File: config.mk
export PLATFORM = sky130hd
export DESIGN_NAME = pmrbc_register_bank
export DESIGN_NICKNAME = d
export VERILOG_FILES = /design/src/design/pmrbc_pkg.sv /design/src/design/pmrbc_mdio_slave.sv /design/src/design/pmrbc_register_bank.sv
export SDC_FILE = /design/constraint.sdc
export NUM_CORES = 1
export LEC_CHECK = 0
export ABC_AREA = 1
export ABC_CLOCK_PERIOD_IN_PS = 3700
export BUFFER_PORTS_ARGS = -buffer_cell sky130_fd_sc_hd__buf_2
export CAP_MARGIN = 10
export CORE_ASPECT_RATIO = 0.6
export CORE_MARGIN = 2
export CORE_UTILIZATION = 30
export DETAILED_ROUTE_END_ITERATION = 6
export PLACE_DENSITY_LB_ADDON = 0.1
export REMOVE_ABC_BUFFERS = 1
export SETUP_SLACK_MARGIN = 0.5
export SLEW_MARGIN = 20
export SYNTH_ARGS = -nofsm -noshare
export SYNTH_HDL_FRONTEND = slang
export SYNTH_SLANG_ARGS = --single-unit
File: constraint.sdc
create_clock -name ref_clk_i -period 3.7 [get_ports ref_clk_i]
set_input_delay 0.555 -clock ref_clk_i [delete_from_list [all_inputs] [get_ports ref_clk_i]]
set_output_delay 0.555 -clock ref_clk_i [all_outputs]
set_load 0.05 [all_outputs]
File: src/design/pmrbc_pkg.sv
// package: constants for the management register bank
package pmrbc_pkg;
   localparam int unsigned DATA_W = 16;
   localparam int unsigned ADDR_W = 5;
   localparam int unsigned NUM_REGS = 32;
   // register addresses
   localparam logic [4:0] A_CTRL  = 5'h00;
   localparam logic [4:0] A_STAT  = 5'h01;
   localparam logic [4:0] A_ID_HI = 5'h02;
   localparam logic [4:0] A_ID_LO = 5'h03;
   localparam logic [4:0] A_ADV   = 5'h04;
   localparam logic [4:0] A_LPA   = 5'h05;
   localparam logic [4:0] A_EXP   = 5'h06;
   localparam logic [4:0] A_NPTX  = 5'h07;
   localparam logic [4:0] A_IMASK = 5'h10;
   localparam logic [4:0] A_ISTAT = 5'h11;
   localparam logic [4:0] A_DISC  = 5'h12;
   localparam logic [4:0] A_FCAR  = 5'h13;
   localparam logic [4:0] A_SKEY  = 5'h14;
   localparam logic [4:0] A_RXERR = 5'h15;
   localparam logic [4:0] A_DKEY  = 5'h16;
   localparam logic [4:0] A_CSL   = 5'h17;
   localparam logic [4:0] A_LBE   = 5'h18;
   localparam logic [4:0] A_SELF  = 5'h19;
   localparam logic [4:0] A_TSTAT = 5'h1b;
   localparam logic [4:0] A_TCFG  = 5'h1c;
   // control word bit positions
   localparam int unsigned B_SWRST   = 15;
   localparam int unsigned B_LOOP    = 14;
   localparam int unsigned B_SPEED   = 13;
   localparam int unsigned B_ANEN    = 12;
   localparam int unsigned B_PDOWN   = 11;
   localparam int unsigned B_ISO     = 10;
   localparam int unsigned B_RESTART = 9;
   localparam int unsigned B_DUPLEX  = 8;
   localparam int unsigned B_COLTEST = 7;
   // fields in other words
   localparam int unsigned CSL_NOPRE_BIT   = 9;
   localparam int unsigned TCFG_COMPAT_BIT = 5;
   // reset values
   localparam logic [15:0] RST_RW = 16'h0000;
   localparam logic [6:0]  RST_CTRL_LOW = 7'h00;
   // timing
   localparam int unsigned CLK_NS = 8;
   localparam int unsigned RECAL_NS = 1000;
   localparam int unsigned RECAL_CYC = (RECAL_NS + CLK_NS - 1) / CLK_NS;
   localparam logic [5:0] PRE_ONES = 6'h20;
   // frame opcodes
   localparam logic [1:0] OP_RD = 2'b10;
   localparam logic [1:0] OP_WR = 2'b01;
   typedef enum logic [2:0] {
      ST_IDLE = 3'b000,
      ST_SOF  = 3'b001,
      ST_OPC  = 3'b011,
      ST_PHY  = 3'b010,
      ST_REG  = 3'b110,
      ST_TA   = 3'b111,
      ST_DATA = 3'b101
   } pmrbc_state_type;
endpackage

File: src/design/pmrbc_mdio_slave.sv
// module: management frame receiver and read-data driver
`timescale 1ns/1ps
`default_nettype none
module pmrbc_mdio_slave
   import pmrbc_pkg::*;
(
   // clock and reset
   input  wire logic              ref_clk_i,
   input  wire logic              rst_n_i,
   // management pins
   input  wire logic              mdc_i,
   input  wire logic              mdio_i,
   output logic                   mdio_o,
   output logic                   mdio_oe_n_o,
   // settings from the bank
   input  wire logic [ADDR_W-1:0] my_strapped_phy_address_i,
   input  wire logic              no_preamble_i,
   // register access
   output logic [ADDR_W-1:0]      reg_addr_o,
   input  wire logic [DATA_W-1:0] rd_data_i,
   output logic                   wr_stb_o,
   output logic [DATA_W-1:0]      wr_data_o
);
   pmrbc_state_type   state_r;
   logic              mdc_d_r;
   logic              rise;
   logic [5:0]        ones_r;
   logic [4:0]        cnt_r;
   logic [DATA_W-1:0] sh_r;
   logic              is_read_r;
   logic [4:0]        field5;

   assign rise = mdc_i & ~mdc_d_r;
   assign field5 = {sh_r[3:0], mdio_i};

   // tracks the pin through reset, no false rise from an idle-high clock
   always_ff @(posedge ref_clk_i) begin
      mdc_d_r <= mdc_i;
   end

   // frame decode on each rising management clock
   always_ff @(posedge ref_clk_i) begin
      wr_stb_o <= 1'b0;
      if (!rst_n_i) begin
         state_r <= ST_IDLE;
         ones_r <= 6'h00;
         cnt_r <= 5'h00;
         sh_r <= 16'h0000;
         is_read_r <= 1'b0;
         reg_addr_o <= 5'h00;
         wr_data_o <= 16'h0000;
      end else if (rise) begin
         cnt_r <= cnt_r + 5'h01;
         sh_r <= {sh_r[14:0], mdio_i};
         case (state_r)
            ST_IDLE: begin
               cnt_r <= 5'h00;
               if (mdio_i) ones_r <= (ones_r == PRE_ONES) ? ones_r : ones_r + 6'h01;
               else begin
                  ones_r <= 6'h00;
                  if (ones_r == PRE_ONES || no_preamble_i) state_r <= ST_SOF;
               end
            end
            ST_SOF: begin
               cnt_r <= 5'h00;
               state_r <= mdio_i ? ST_OPC : ST_IDLE;
            end
            ST_OPC: if (cnt_r == 5'h01) begin
               cnt_r <= 5'h00;
               is_read_r <= ({sh_r[0], mdio_i} == OP_RD);
               if ({sh_r[0], mdio_i} == OP_RD || {sh_r[0], mdio_i} == OP_WR) state_r <= ST_PHY;
               else state_r <= ST_IDLE;
            end
            ST_PHY: if (cnt_r == 5'h04) begin
               cnt_r <= 5'h00;
               if (field5 == 5'h00 || field5 == my_strapped_phy_address_i) state_r <= ST_REG;
               else state_r <= ST_IDLE;
            end
            ST_REG: if (cnt_r == 5'h04) begin
               cnt_r <= 5'h00;
               reg_addr_o <= field5;
               state_r <= ST_TA;
            end
            ST_TA: if (cnt_r == 5'h01) begin
               cnt_r <= 5'h00;
               state_r <= ST_DATA;
               if (is_read_r) sh_r <= rd_data_i;
            end
            ST_DATA: begin
               if (is_read_r) sh_r <= {sh_r[14:0], 1'b0};
               if (cnt_r == 5'h0f) begin
                  state_r <= ST_IDLE;
                  wr_stb_o <= ~is_read_r;
                  wr_data_o <= {sh_r[14:0], mdio_i};
               end
            end
            default: state_r <= ST_IDLE;
         endcase
      end
   end

   // pin driver for read frames
   always_ff @(posedge ref_clk_i) begin
      if (!rst_n_i) begin
         mdio_o <= 1'b1;
         mdio_oe_n_o <= 1'b1;
      end else if (rise && is_read_r) begin
         if (state_r == ST_TA && cnt_r == 5'h00) begin
            mdio_o <= 1'b0;
            mdio_oe_n_o <= 1'b0;
         end else if (state_r == ST_TA) mdio_o <= rd_data_i[15];
         else if (state_r == ST_DATA && cnt_r != 5'h0f) mdio_o <= sh_r[14];
         else if (state_r == ST_DATA) begin
            mdio_o <= 1'b1;
            mdio_oe_n_o <= 1'b1;
         end
      end
   end
endmodule
`default_nettype wire

File: src/design/pmrbc_register_bank.sv
// module: management register bank with basic mode control
// Notes on behaviour
// 16-bit words, reached only over management link
// addresses 0h-7h hold the standard set
// 8h-Fh, 1Ah, 1Dh-1Fh are reserved
// interrupt mask writable, interrupt status read-only
// the three event counters are read-only
// scrambler and descrambler keys are read/write
// 17h,18h,19h,1Ch writable; 1Bh read-only
// bit 15 write resets chip, self-clears
// bit 15 reads one during mode recalibration
// bit 14 loops transmit data to receive
// loopback pin sets bit 14, release clears
// bit 13 picks speed unless autoneg on
// bits 13,12 reset to autoneg strap state
// bit 12 enables autoneg, overrides 13 and 8
// bit 11 powers down, resets to zero
// compatibility bit freezes and disables bit 11
// bit 10 isolates MII data path
// bit 10 reset from address strap, isolate strap
// reserved reads zero, writes dropped
`timescale 1ns/1ps
`default_nettype none
module pmrbc_register_bank
   import pmrbc_pkg::*;
#(
   parameter logic [15:0] ID_HIGH      = 16'h0a5a, // arbitrary value
   parameter logic [15:0] ID_LOW       = 16'h5a01, // arbitrary value
   parameter int unsigned RECAL_CYCLES = RECAL_CYC
)
(
   // clock and reset
   input  wire logic              ref_clk_i,
   input  wire logic              rst_n_i,
   // management link
   input  wire logic              mdc_i,
   input  wire logic              mdio_i,
   output logic                   mdio_o,
   output logic                   mdio_oe_n_o,
   // straps and control pins
   input  wire logic [1:0]        autoneg_strap_pins_i,
   input  wire logic              isolate_default_strap_i,
   input  wire logic [4:0]        strapped_phy_address_i,
   input  wire logic              loopback_request_pin_i,
   // state from the transceiver
   input  wire logic              an_started_i,
   input  wire logic              an_speed_100_i,
   input  wire logic              an_full_duplex_i,
   input  wire logic [DATA_W-1:0] status_word_i,
   input  wire logic [DATA_W-1:0] partner_ability_i,
   input  wire logic [DATA_W-1:0] expansion_i,
   input  wire logic [DATA_W-1:0] irq_status_i,
   input  wire logic [DATA_W-1:0] disconnect_count_i,
   input  wire logic [DATA_W-1:0] false_carrier_count_i,
   input  wire logic [DATA_W-1:0] rx_error_count_i,
   input  wire logic [DATA_W-1:0] ten_status_i,
   // mode controls
   output logic                   chip_reset_o,
   output logic                   recal_busy_o,
   output logic                   loopback_o,
   output logic                   speed_100_o,
   output logic                   full_duplex_o,
   output logic                   autoneg_en_o,
   output logic                   autoneg_restart_o,
   output logic                   power_down_o,
   output logic                   isolate_o,
   output logic                   collision_test_o,
   // configuration words
   output logic [DATA_W-1:0]      adv_o,
   output logic [DATA_W-1:0]      next_page_o,
   output logic [DATA_W-1:0]      int_mask_o,
   output logic [DATA_W-1:0]      scr_key_o,
   output logic [DATA_W-1:0]      dscr_key_o,
   output logic [DATA_W-1:0]      coding_sublayer_cfg_o,
   output logic [DATA_W-1:0]      loop_bypass_cfg_o,
   output logic [DATA_W-1:0]      ten_cfg_o
);
   localparam int unsigned CW = $clog2(RECAL_CYCLES + 1);

   if (RECAL_CYCLES < 1 || RECAL_CYCLES > 65535) begin : g_bad_param
      $error("recalibration count out of range");
   end

   function automatic logic is_rw(input logic [4:0] a);
      case (a)
         A_ADV, A_NPTX, A_IMASK, A_SKEY, A_DKEY, A_CSL, A_LBE, A_SELF, A_TCFG: is_rw = 1'b1;
         default: is_rw = 1'b0;
      endcase
   endfunction

   function automatic logic is_reserved(input logic [4:0] a);
      is_reserved = (a >= 5'h08 && a <= 5'h0f) || a == 5'h1a || a >= 5'h1d;
   endfunction

   function automatic logic an_strap_en(input logic [1:0] s);
      an_strap_en = (s != 2'b00);
   endfunction

   logic [DATA_W-1:0] rw_r [NUM_REGS];
   logic [4:0]        eng_addr;
   logic [DATA_W-1:0] rd_data;
   logic              wr_stb;
   logic [DATA_W-1:0] wr_data;
   logic              ctrl_wr;
   logic              compat;
   logic [1:0]        an_cap_r;
   logic              iso_cap_r;
   logic [4:0]        strapped_phy_address_cap_r;
   logic [1:0]        an_src;
   logic [4:0]        strapped_phy_address_src;
   logic              anen_dflt;
   logic              iso_dflt;
   logic              soft_rst_r;
   logic [CW-1:0]     recal_cnt_r;
   logic              lb_pin_d_r;
   logic              lb_rise;
   logic              lb_fall;
   logic              loop_r;
   logic              speed_r;
   logic              anen_r;
   logic              pdown_r;
   logic              iso_r;
   logic              restart_r;
   logic              duplex_r;
   logic              coltest_r;
   logic              speed_nxt;
   logic              duplex_nxt;
   logic              out_valid_r;
   logic              mode_chg;
   logic [DATA_W-1:0] ctrl_word;

   // serial frame engine
   pmrbc_mdio_slave u_mdio (
      .ref_clk_i     (ref_clk_i),
      .rst_n_i       (rst_n_i),
      .mdc_i         (mdc_i),
      .mdio_i        (mdio_i),
      .mdio_o        (mdio_o),
      .mdio_oe_n_o   (mdio_oe_n_o),
      .my_strapped_phy_address_i    (rw_r[A_SELF][4:0]),
      .no_preamble_i (rw_r[A_CSL][CSL_NOPRE_BIT]),
      .reg_addr_o    (eng_addr),
      .rd_data_i     (rd_data),
      .wr_stb_o      (wr_stb),
      .wr_data_o     (wr_data)
   );

   assign ctrl_wr = wr_stb && eng_addr == A_CTRL;
   assign compat = rw_r[A_TCFG][TCFG_COMPAT_BIT];

   // strap capture while reset is held
   always_ff @(posedge ref_clk_i) begin
      if (!rst_n_i) begin
         an_cap_r <= autoneg_strap_pins_i;
         iso_cap_r <= isolate_default_strap_i;
         strapped_phy_address_cap_r <= strapped_phy_address_i;
      end
   end

   assign an_src = rst_n_i ? an_cap_r : autoneg_strap_pins_i;
   assign strapped_phy_address_src = rst_n_i ? strapped_phy_address_cap_r : strapped_phy_address_i;
   assign anen_dflt = an_strap_en(an_src);
   assign iso_dflt = (strapped_phy_address_src == 5'h00) | (rst_n_i ? iso_cap_r : isolate_default_strap_i);

   // plain read/write words
   for (genvar gi = 0; gi < NUM_REGS; gi++) begin : g_word
      if (is_rw(5'(gi))) begin : g_rw
         always_ff @(posedge ref_clk_i) begin
            if (!rst_n_i || soft_rst_r) rw_r[gi] <= (5'(gi) == A_SELF) ? {11'h000, strapped_phy_address_src} : RST_RW;
            else if (wr_stb && eng_addr == 5'(gi)) rw_r[gi] <= wr_data;
         end
      end else begin : g_ro
         assign rw_r[gi] = 16'h0000;
      end
   end

   assign adv_o = rw_r[A_ADV];
   assign next_page_o = rw_r[A_NPTX];
   assign int_mask_o = rw_r[A_IMASK];
   assign scr_key_o = rw_r[A_SKEY];
   assign dscr_key_o = rw_r[A_DKEY];
   assign coding_sublayer_cfg_o = rw_r[A_CSL];
   assign loop_bypass_cfg_o = rw_r[A_LBE];
   assign ten_cfg_o = rw_r[A_TCFG];

   // soft reset pulse and recalibration timer
   always_ff @(posedge ref_clk_i) begin
      if (!rst_n_i) soft_rst_r <= 1'b0;
      else soft_rst_r <= ctrl_wr && wr_data[B_SWRST];
   end

   always_ff @(posedge ref_clk_i) begin
      if (!rst_n_i) recal_cnt_r <= '0;
      else if ((ctrl_wr && wr_data[B_SWRST]) || mode_chg) recal_cnt_r <= CW'(RECAL_CYCLES);
      else if (recal_cnt_r != '0) recal_cnt_r <= recal_cnt_r - CW'(1);
   end

   assign recal_busy_o = recal_cnt_r != '0;
   assign chip_reset_o = soft_rst_r;

   // loopback pin edges
   always_ff @(posedge ref_clk_i) begin
      if (!rst_n_i) lb_pin_d_r <= 1'b0;
      else lb_pin_d_r <= loopback_request_pin_i;
   end

   assign lb_rise = loopback_request_pin_i & ~lb_pin_d_r;
   assign lb_fall = ~loopback_request_pin_i & lb_pin_d_r;

   // control word bits
   always_ff @(posedge ref_clk_i) begin
      if (!rst_n_i || soft_rst_r) begin
         loop_r <= 1'b0;
         speed_r <= anen_dflt;
         anen_r <= anen_dflt;
         duplex_r <= ~anen_dflt;
         pdown_r <= 1'b0;
         iso_r <= iso_dflt;
         restart_r <= 1'b0;
         coltest_r <= 1'b0;
      end else begin
         if (lb_rise) loop_r <= 1'b1;
         else if (lb_fall) loop_r <= 1'b0;
         else if (ctrl_wr) loop_r <= wr_data[B_LOOP];
         if (ctrl_wr) begin
            speed_r <= wr_data[B_SPEED];
            anen_r <= wr_data[B_ANEN];
            iso_r <= wr_data[B_ISO];
            duplex_r <= wr_data[B_DUPLEX];
            coltest_r <= wr_data[B_COLTEST];
         end
         if (ctrl_wr && !compat) pdown_r <= wr_data[B_PDOWN];
         if (ctrl_wr && wr_data[B_RESTART]) restart_r <= 1'b1;
         else if (an_started_i) restart_r <= 1'b0;
      end
   end

   assign speed_nxt = anen_r ? an_speed_100_i : speed_r;
   assign duplex_nxt = anen_r ? an_full_duplex_i : duplex_r;
   assign mode_chg = out_valid_r && ({speed_nxt, duplex_nxt, anen_r, loop_r}
                     != {speed_100_o, full_duplex_o, autoneg_en_o, loopback_o});

   // registered mode outputs
   always_ff @(posedge ref_clk_i) begin
      if (!rst_n_i) begin
         out_valid_r <= 1'b0;
         speed_100_o <= 1'b0;
         full_duplex_o <= 1'b0;
         autoneg_en_o <= 1'b0;
         loopback_o <= 1'b0;
         power_down_o <= 1'b0;
         isolate_o <= 1'b0;
         autoneg_restart_o <= 1'b0;
         collision_test_o <= 1'b0;
      end else begin
         out_valid_r <= 1'b1;
         speed_100_o <= speed_nxt;
         full_duplex_o <= duplex_nxt;
         autoneg_en_o <= anen_r;
         loopback_o <= loop_r;
         power_down_o <= pdown_r & ~compat;
         isolate_o <= iso_r;
         autoneg_restart_o <= restart_r;
         collision_test_o <= coltest_r;
      end
   end

   assign ctrl_word = {recal_busy_o | soft_rst_r, loop_r, speed_r, anen_r, pdown_r, iso_r,
                       restart_r, duplex_r, coltest_r, RST_CTRL_LOW};

   // read multiplexer
   function automatic logic [DATA_W-1:0] rd_word(input logic [4:0] a);
      case (a)
         A_CTRL:  rd_word = ctrl_word;
         A_STAT:  rd_word = status_word_i;
         A_ID_HI: rd_word = ID_HIGH;
         A_ID_LO: rd_word = ID_LOW;
         A_LPA:   rd_word = partner_ability_i;
         A_EXP:   rd_word = expansion_i;
         A_ISTAT: rd_word = irq_status_i;
         A_DISC:  rd_word = disconnect_count_i;
         A_FCAR:  rd_word = false_carrier_count_i;
         A_RXERR: rd_word = rx_error_count_i;
         A_TSTAT: rd_word = ten_status_i;
         default: rd_word = rw_r[a];
      endcase
   endfunction

   assign rd_data = rd_word(eng_addr);
endmodule
`default_nettype wire

==> impl_results.rst <==
.. list-table::
   :header-rows: 1

   * - Metric
     - Value
   * - Outcome
     - complete, no violations
   * - Via count normalized by instance count
     - 5.00
   * - Share of power burned in registers
     - approximately 46%
   * - H-tree depth
     - 1
   * - Power consumption
     - 5.66 mW
   * - Pin count of the biggest net entering global routing
     - 118
   * - CTS sink cnt
     - approximately 230
   * - Number of antenna cells inserted
     - 0
   * - CP startpoint
     - u_mdio.reg_addr_o[4]$_SDFFE_PN0P_
   * - Headroom to the max-slew limit
     - 30.9%
   * - Register-to-register setup slack
     - 0.60 ns
   * - Crit end category
     - register
   * - Sequential share of the synthesized area
     - 38.0%
   * - Critical Path End
     - u_mdio.sh_r[5]$_SDFFE_PN0P_
   * - Vertical die dimension
     - 162 microns
   * - X dimension of the die
     - 268 microns
   * - Arrival time at the worst endpoint
     - 3.59 ns
   * - Setup violators final
     - 0
   * - Post-CTS Setup Bufs
     - 0
   * - Mapped cell area
     - approximately 13000 sq um
   * - Asr flop ratio synth
     - 0%
   * - Setup repair after global routing missed its margin
     - no
   * - Count of instances resized after the clock tree is built
     - 0
   * - Critical path class
     - reg2reg
   * - Initial antenna violation count
     - 2
   * - Number of global-route vias before repair
     - 11600
   * - Startpoint kind of the worst setup timing path
     - register
   * - Initial Utilization
     - 30.7%
   * - Largest fanout on the critical path
     - 26
   * - Longest Clk Path Bufs
     - 3
   * - Port Buffers
     - ~280
   * - Pin slew with the least headroom to its limit
     - a little over 1 ns
   * - Switching share of total power
     - 24.8%
   * - Number of synthesized flops with an enable pin
     - 9
   * - Leak
     - a little over 6 nW
   * - I/O pin total
     - 284
   * - Remaining global-route overflow
     - 0
   * - Placeable core region
     - 40800 sq um
   * - Drc violations
     - 0
   * - Reg2reg start
     - u_mdio.reg_addr_o[4]$_SDFFE_PN0P_
   * - Count of final hold-check violations
     - 0
   * - Final Skew
     - 0.0238 ns
   * - Proportion of layout cells with a drive suffix above 1
     - 21.4%
   * - Maxcap violations
     - 0
   * - Worst R2R Path Depth
     - 9
   * - Count of distinct cell types in the synthesized netlist
     - 44
   * - Internal power of the cells
     - between 4 and 5 mW
   * - Synth warn
     - 0
   * - Later-pin clock latency in the skew report
     - 0.57 ns
   * - Ratio of total power to cell area
     - 395 nW/um^2
   * - Number of nets in the final layout
     - 2048
   * - Final worst path period need
     - 3.10 ns
   * - Clock tree from TritonCTS
     - built
   * - Post-synthesis area per instance
     - 7.00 sq um
   * - Count of antenna-violating nets left after detailed routing
     - 0
   * - DP HPWL
     - 38.3 mm
   * - Post-detailed-route wirelength per cell
     - 21.0 microns
   * - Number of synthesized register bits
     - 233
   * - Comb power frac
     - 6.0%
   * - First-pass iteration count of the detailed router
     - 5
   * - Buffer cell driving the clock tree root
     - sky130_fd_sc_hd__clkbuf_16
   * - Most common flop cell mapped by yosys
     - sky130_fd_sc_hd__dfxtp_1
   * - GRT Resource Usage Total
     - 23.2%
   * - First-pass GRT wire length
     - 75.7 mm
   * - Peak ir drop on the vdd network
     - 0.000274 V
   * - Post-route clock period utilization
     - 83.8%
   * - Hold_buf cts
     - 0
   * - Layout-stage area growth over the synthesis result
     - 14.5%
   * - Number of pins with negative max-slew slack in the final report
     - 0
   * - Clock input transition at the sequential cells of the worst setup and hold paths
     - 0.07 ns
   * - Final Wtd Congestion
     - 0.858
   * - Commonest non-fill, non-tap cell in the layout
     - sky130_fd_sc_hd__buf_2
   * - Post-Route WL
     - a little over 50 mm
   * - Starting DRT DRC Count
     - 862
   * - Total via count after detailed routing
     - 12400
   * - Clk network pwr share
     - between 40% and 50%
   * - Capture instance of the worst register-to-register path
     - u_mdio.sh_r[5]$_SDFFE_PN0P_
   * - Power dissipated by switching net loads
     - 1.40 mW
   * - Synth Instances
     - approximately 1800
   * - Util after Layout
     - 35.1%
   * - CTS Buf Count
     - 26
   * - Std cell rows
     - 57
   * - Total Die Area
     - 43400 sq um
   * - Class of the tightest hold or removal check
     - in2reg
   * - Data required time of the worst path
     - 4.18 ns
   * - Peak Freq
     - 322 MHz
   * - Highest-count cells in the layout ignoring fill and taps
     - 283 x sky130_fd_sc_hd__buf_2, 278 x sky130_fd_sc_hd__nand2_1, 224 x sky130_fd_sc_hd__dfxtp_1
   * - Hold Worst Slack
     - 0.128 ns
[cells by family (layout without fill, tap and decap cells)]
kind of cell	count (synthesis)	after routing	share of synthesized area, %
buf+inv	422	550	17.1
compound gates	484	484	20.9
simple gates	623	623	21.9
flops	233	233	38.0
xor+xnor	14	14	0.980
fa+ha+maj	10	10	1.00
[flip-flops by register name, summed over array words and instances (netlist names), 2 cells and up]
signal,count
an_cap_r,2
next_page_o,16
scr_key_o,16
u_mdio.cnt_r,5
loop_bypass_cfg_o,16
rw_r,16
strapped_phy_address_cap_r,5
adv_o,16
u_mdio.state_r,3
coding_sublayer_cfg_o,16
int_mask_o,16
u_mdio.wr_data_o,16
ten_cfg_o,16
u_mdio.reg_addr_o,5
dscr_key_o,16
u_mdio.ones_r,6
recal_cnt_r,7
u_mdio.sh_r,15
[stage by stage]
step	instances	setup TNS [ns]	setup WS (ns)	area, sq um
CTS	2474	0	0.578	14300
finish	2474	0	0.598	14300
floorplan	1550	-2.44	-0.252	11100
global route	2474	0	0.524	14300
global placement	2426	0	0.639	13400
detailed placement	2426	0	0.597	13400
[worst max-delay path: stages (launching register included)]
cell and delay, ns:
sky130_fd_sc_hd__dfxtp_1 0.39, sky130_fd_sc_hd__inv_2 0.52, sky130_fd_sc_hd__nand3_2 0.24, sky130_fd_sc_hd__nor2_2 0.83
sky130_fd_sc_hd__nor2_1 0.11, sky130_fd_sc_hd__nand2_1 0.14, sky130_fd_sc_hd__nor2_4 0.12, sky130_fd_sc_hd__o211ai_1 0.35
sky130_fd_sc_hd__nand3_1 0.14, sky130_fd_sc_hd__a21oi_1 0.15
[area by class of cell]
class	instances	area (sq um)
Multi-Input combinational cell	1131	5620
Timing Repair Buffer	316	1680
Fill cell	4499	26500
Tap cell	560	701
Clock inverter	15	135
Inverter	186	698
Clock buffer	33	738
Sequential cell	233	4750
[cells in the mapped netlist, types with 4 or more instances]
cell,number,area share [%]
sky130_fd_sc_hd__nand2_1,278,8.3
sky130_fd_sc_hd__dfxtp_1,224,36
sky130_fd_sc_hd__o21ai_0,203,8.1
sky130_fd_sc_hd__a21oi_1,202,8.1
sky130_fd_sc_hd__inv_1,175,5.3
sky130_fd_sc_hd__nor2_1,148,4.4
sky130_fd_sc_hd__buf_4,134,8.0
sky130_fd_sc_hd__nand3_1,103,4.1
sky130_fd_sc_hd__clkbuf_1,67,2.0
sky130_fd_sc_hd__buf_2,29,1.2
sky130_fd_sc_hd__nor3_1,25,1.0
sky130_fd_sc_hd__nand4_1,24,1.2
sky130_fd_sc_hd__o211ai_1,17,1.0
sky130_fd_sc_hd__o221ai_1,15,1.1
sky130_fd_sc_hd__inv_2,11,0.33
sky130_fd_sc_hd__o22ai_1,11,0.55
sky130_fd_sc_hd__a22oi_1,10,0.60
sky130_fd_sc_hd__ha_1,10,1.0
sky130_fd_sc_hd__edfxtp_1,9,2.2
sky130_fd_sc_hd__nor2_2,9,0.45
sky130_fd_sc_hd__nand2_2,8,0.40
sky130_fd_sc_hd__xnor2_1,7,0.49
sky130_fd_sc_hd__xor2_1,7,0.49
sky130_fd_sc_hd__or2_2,6,0.30
sky130_fd_sc_hd__a211oi_1,5,0.30
sky130_fd_sc_hd__a31oi_1,5,0.25
sky130_fd_sc_hd__nand3_2,5,0.40
sky130_fd_sc_hd__nor2_4,5,0.45
sky130_fd_sc_hd__o21ai_1,5,0.20
sky130_fd_sc_hd__a22o_1,4,0.28
[routing by layer]
layer / up-vias / track usage [%] / share of wire, %
li1: 6010 / - / -
met5: - / 0 / 0.023
met3: 64 / 3.56 / 6.6
met1: 5845 / 35.0 / 50
met2: 450 / 34.7 / 42
met4: 2 / 4.55 / 1.9
[power groups by stage]
stage	clock network, mW	registers [mW]	logic (mW)
3_3_place_gp	0	2.66	0.340
6_report	2.71	2.61	0.342
5_1_grt	2.87	2.61	0.387
2_1_floorplan	0	2.66	0.169
4_1_cts	2.76	2.61	0.344
3_5_place_dp	0	2.66	0.342
[how the worst min path moves through the flow]
| stage | end | start | cells after the start | slack (ns) |
|---|---|---|---|---|
| after floorplan | autoneg_restart_o$_SDFF_PN0_ | restart_r$_SDFFE_PN0P_ | 2 | 0.41 |
| after global placement | rw_r[107]$_SDFFE_PN0P_ | rw_r[107]$_SDFFE_PN0P_ | 2 | 0.43 |
| after detailed placement | rw_r[107]$_SDFFE_PN0P_ | rw_r[107]$_SDFFE_PN0P_ | 2 | 0.44 |
| after CTS | u_mdio.mdc_d_r$_DFF_P_ | mdc_i | 1 | 0.12 |
| after global routing | u_mdio.mdc_d_r$_DFF_P_ | mdc_i | 1 | 0.12 |
| final | u_mdio.mdc_d_r$_DFF_P_ | mdc_i | 1 | 0.13 |
Power figures use the tool's default switching activity.
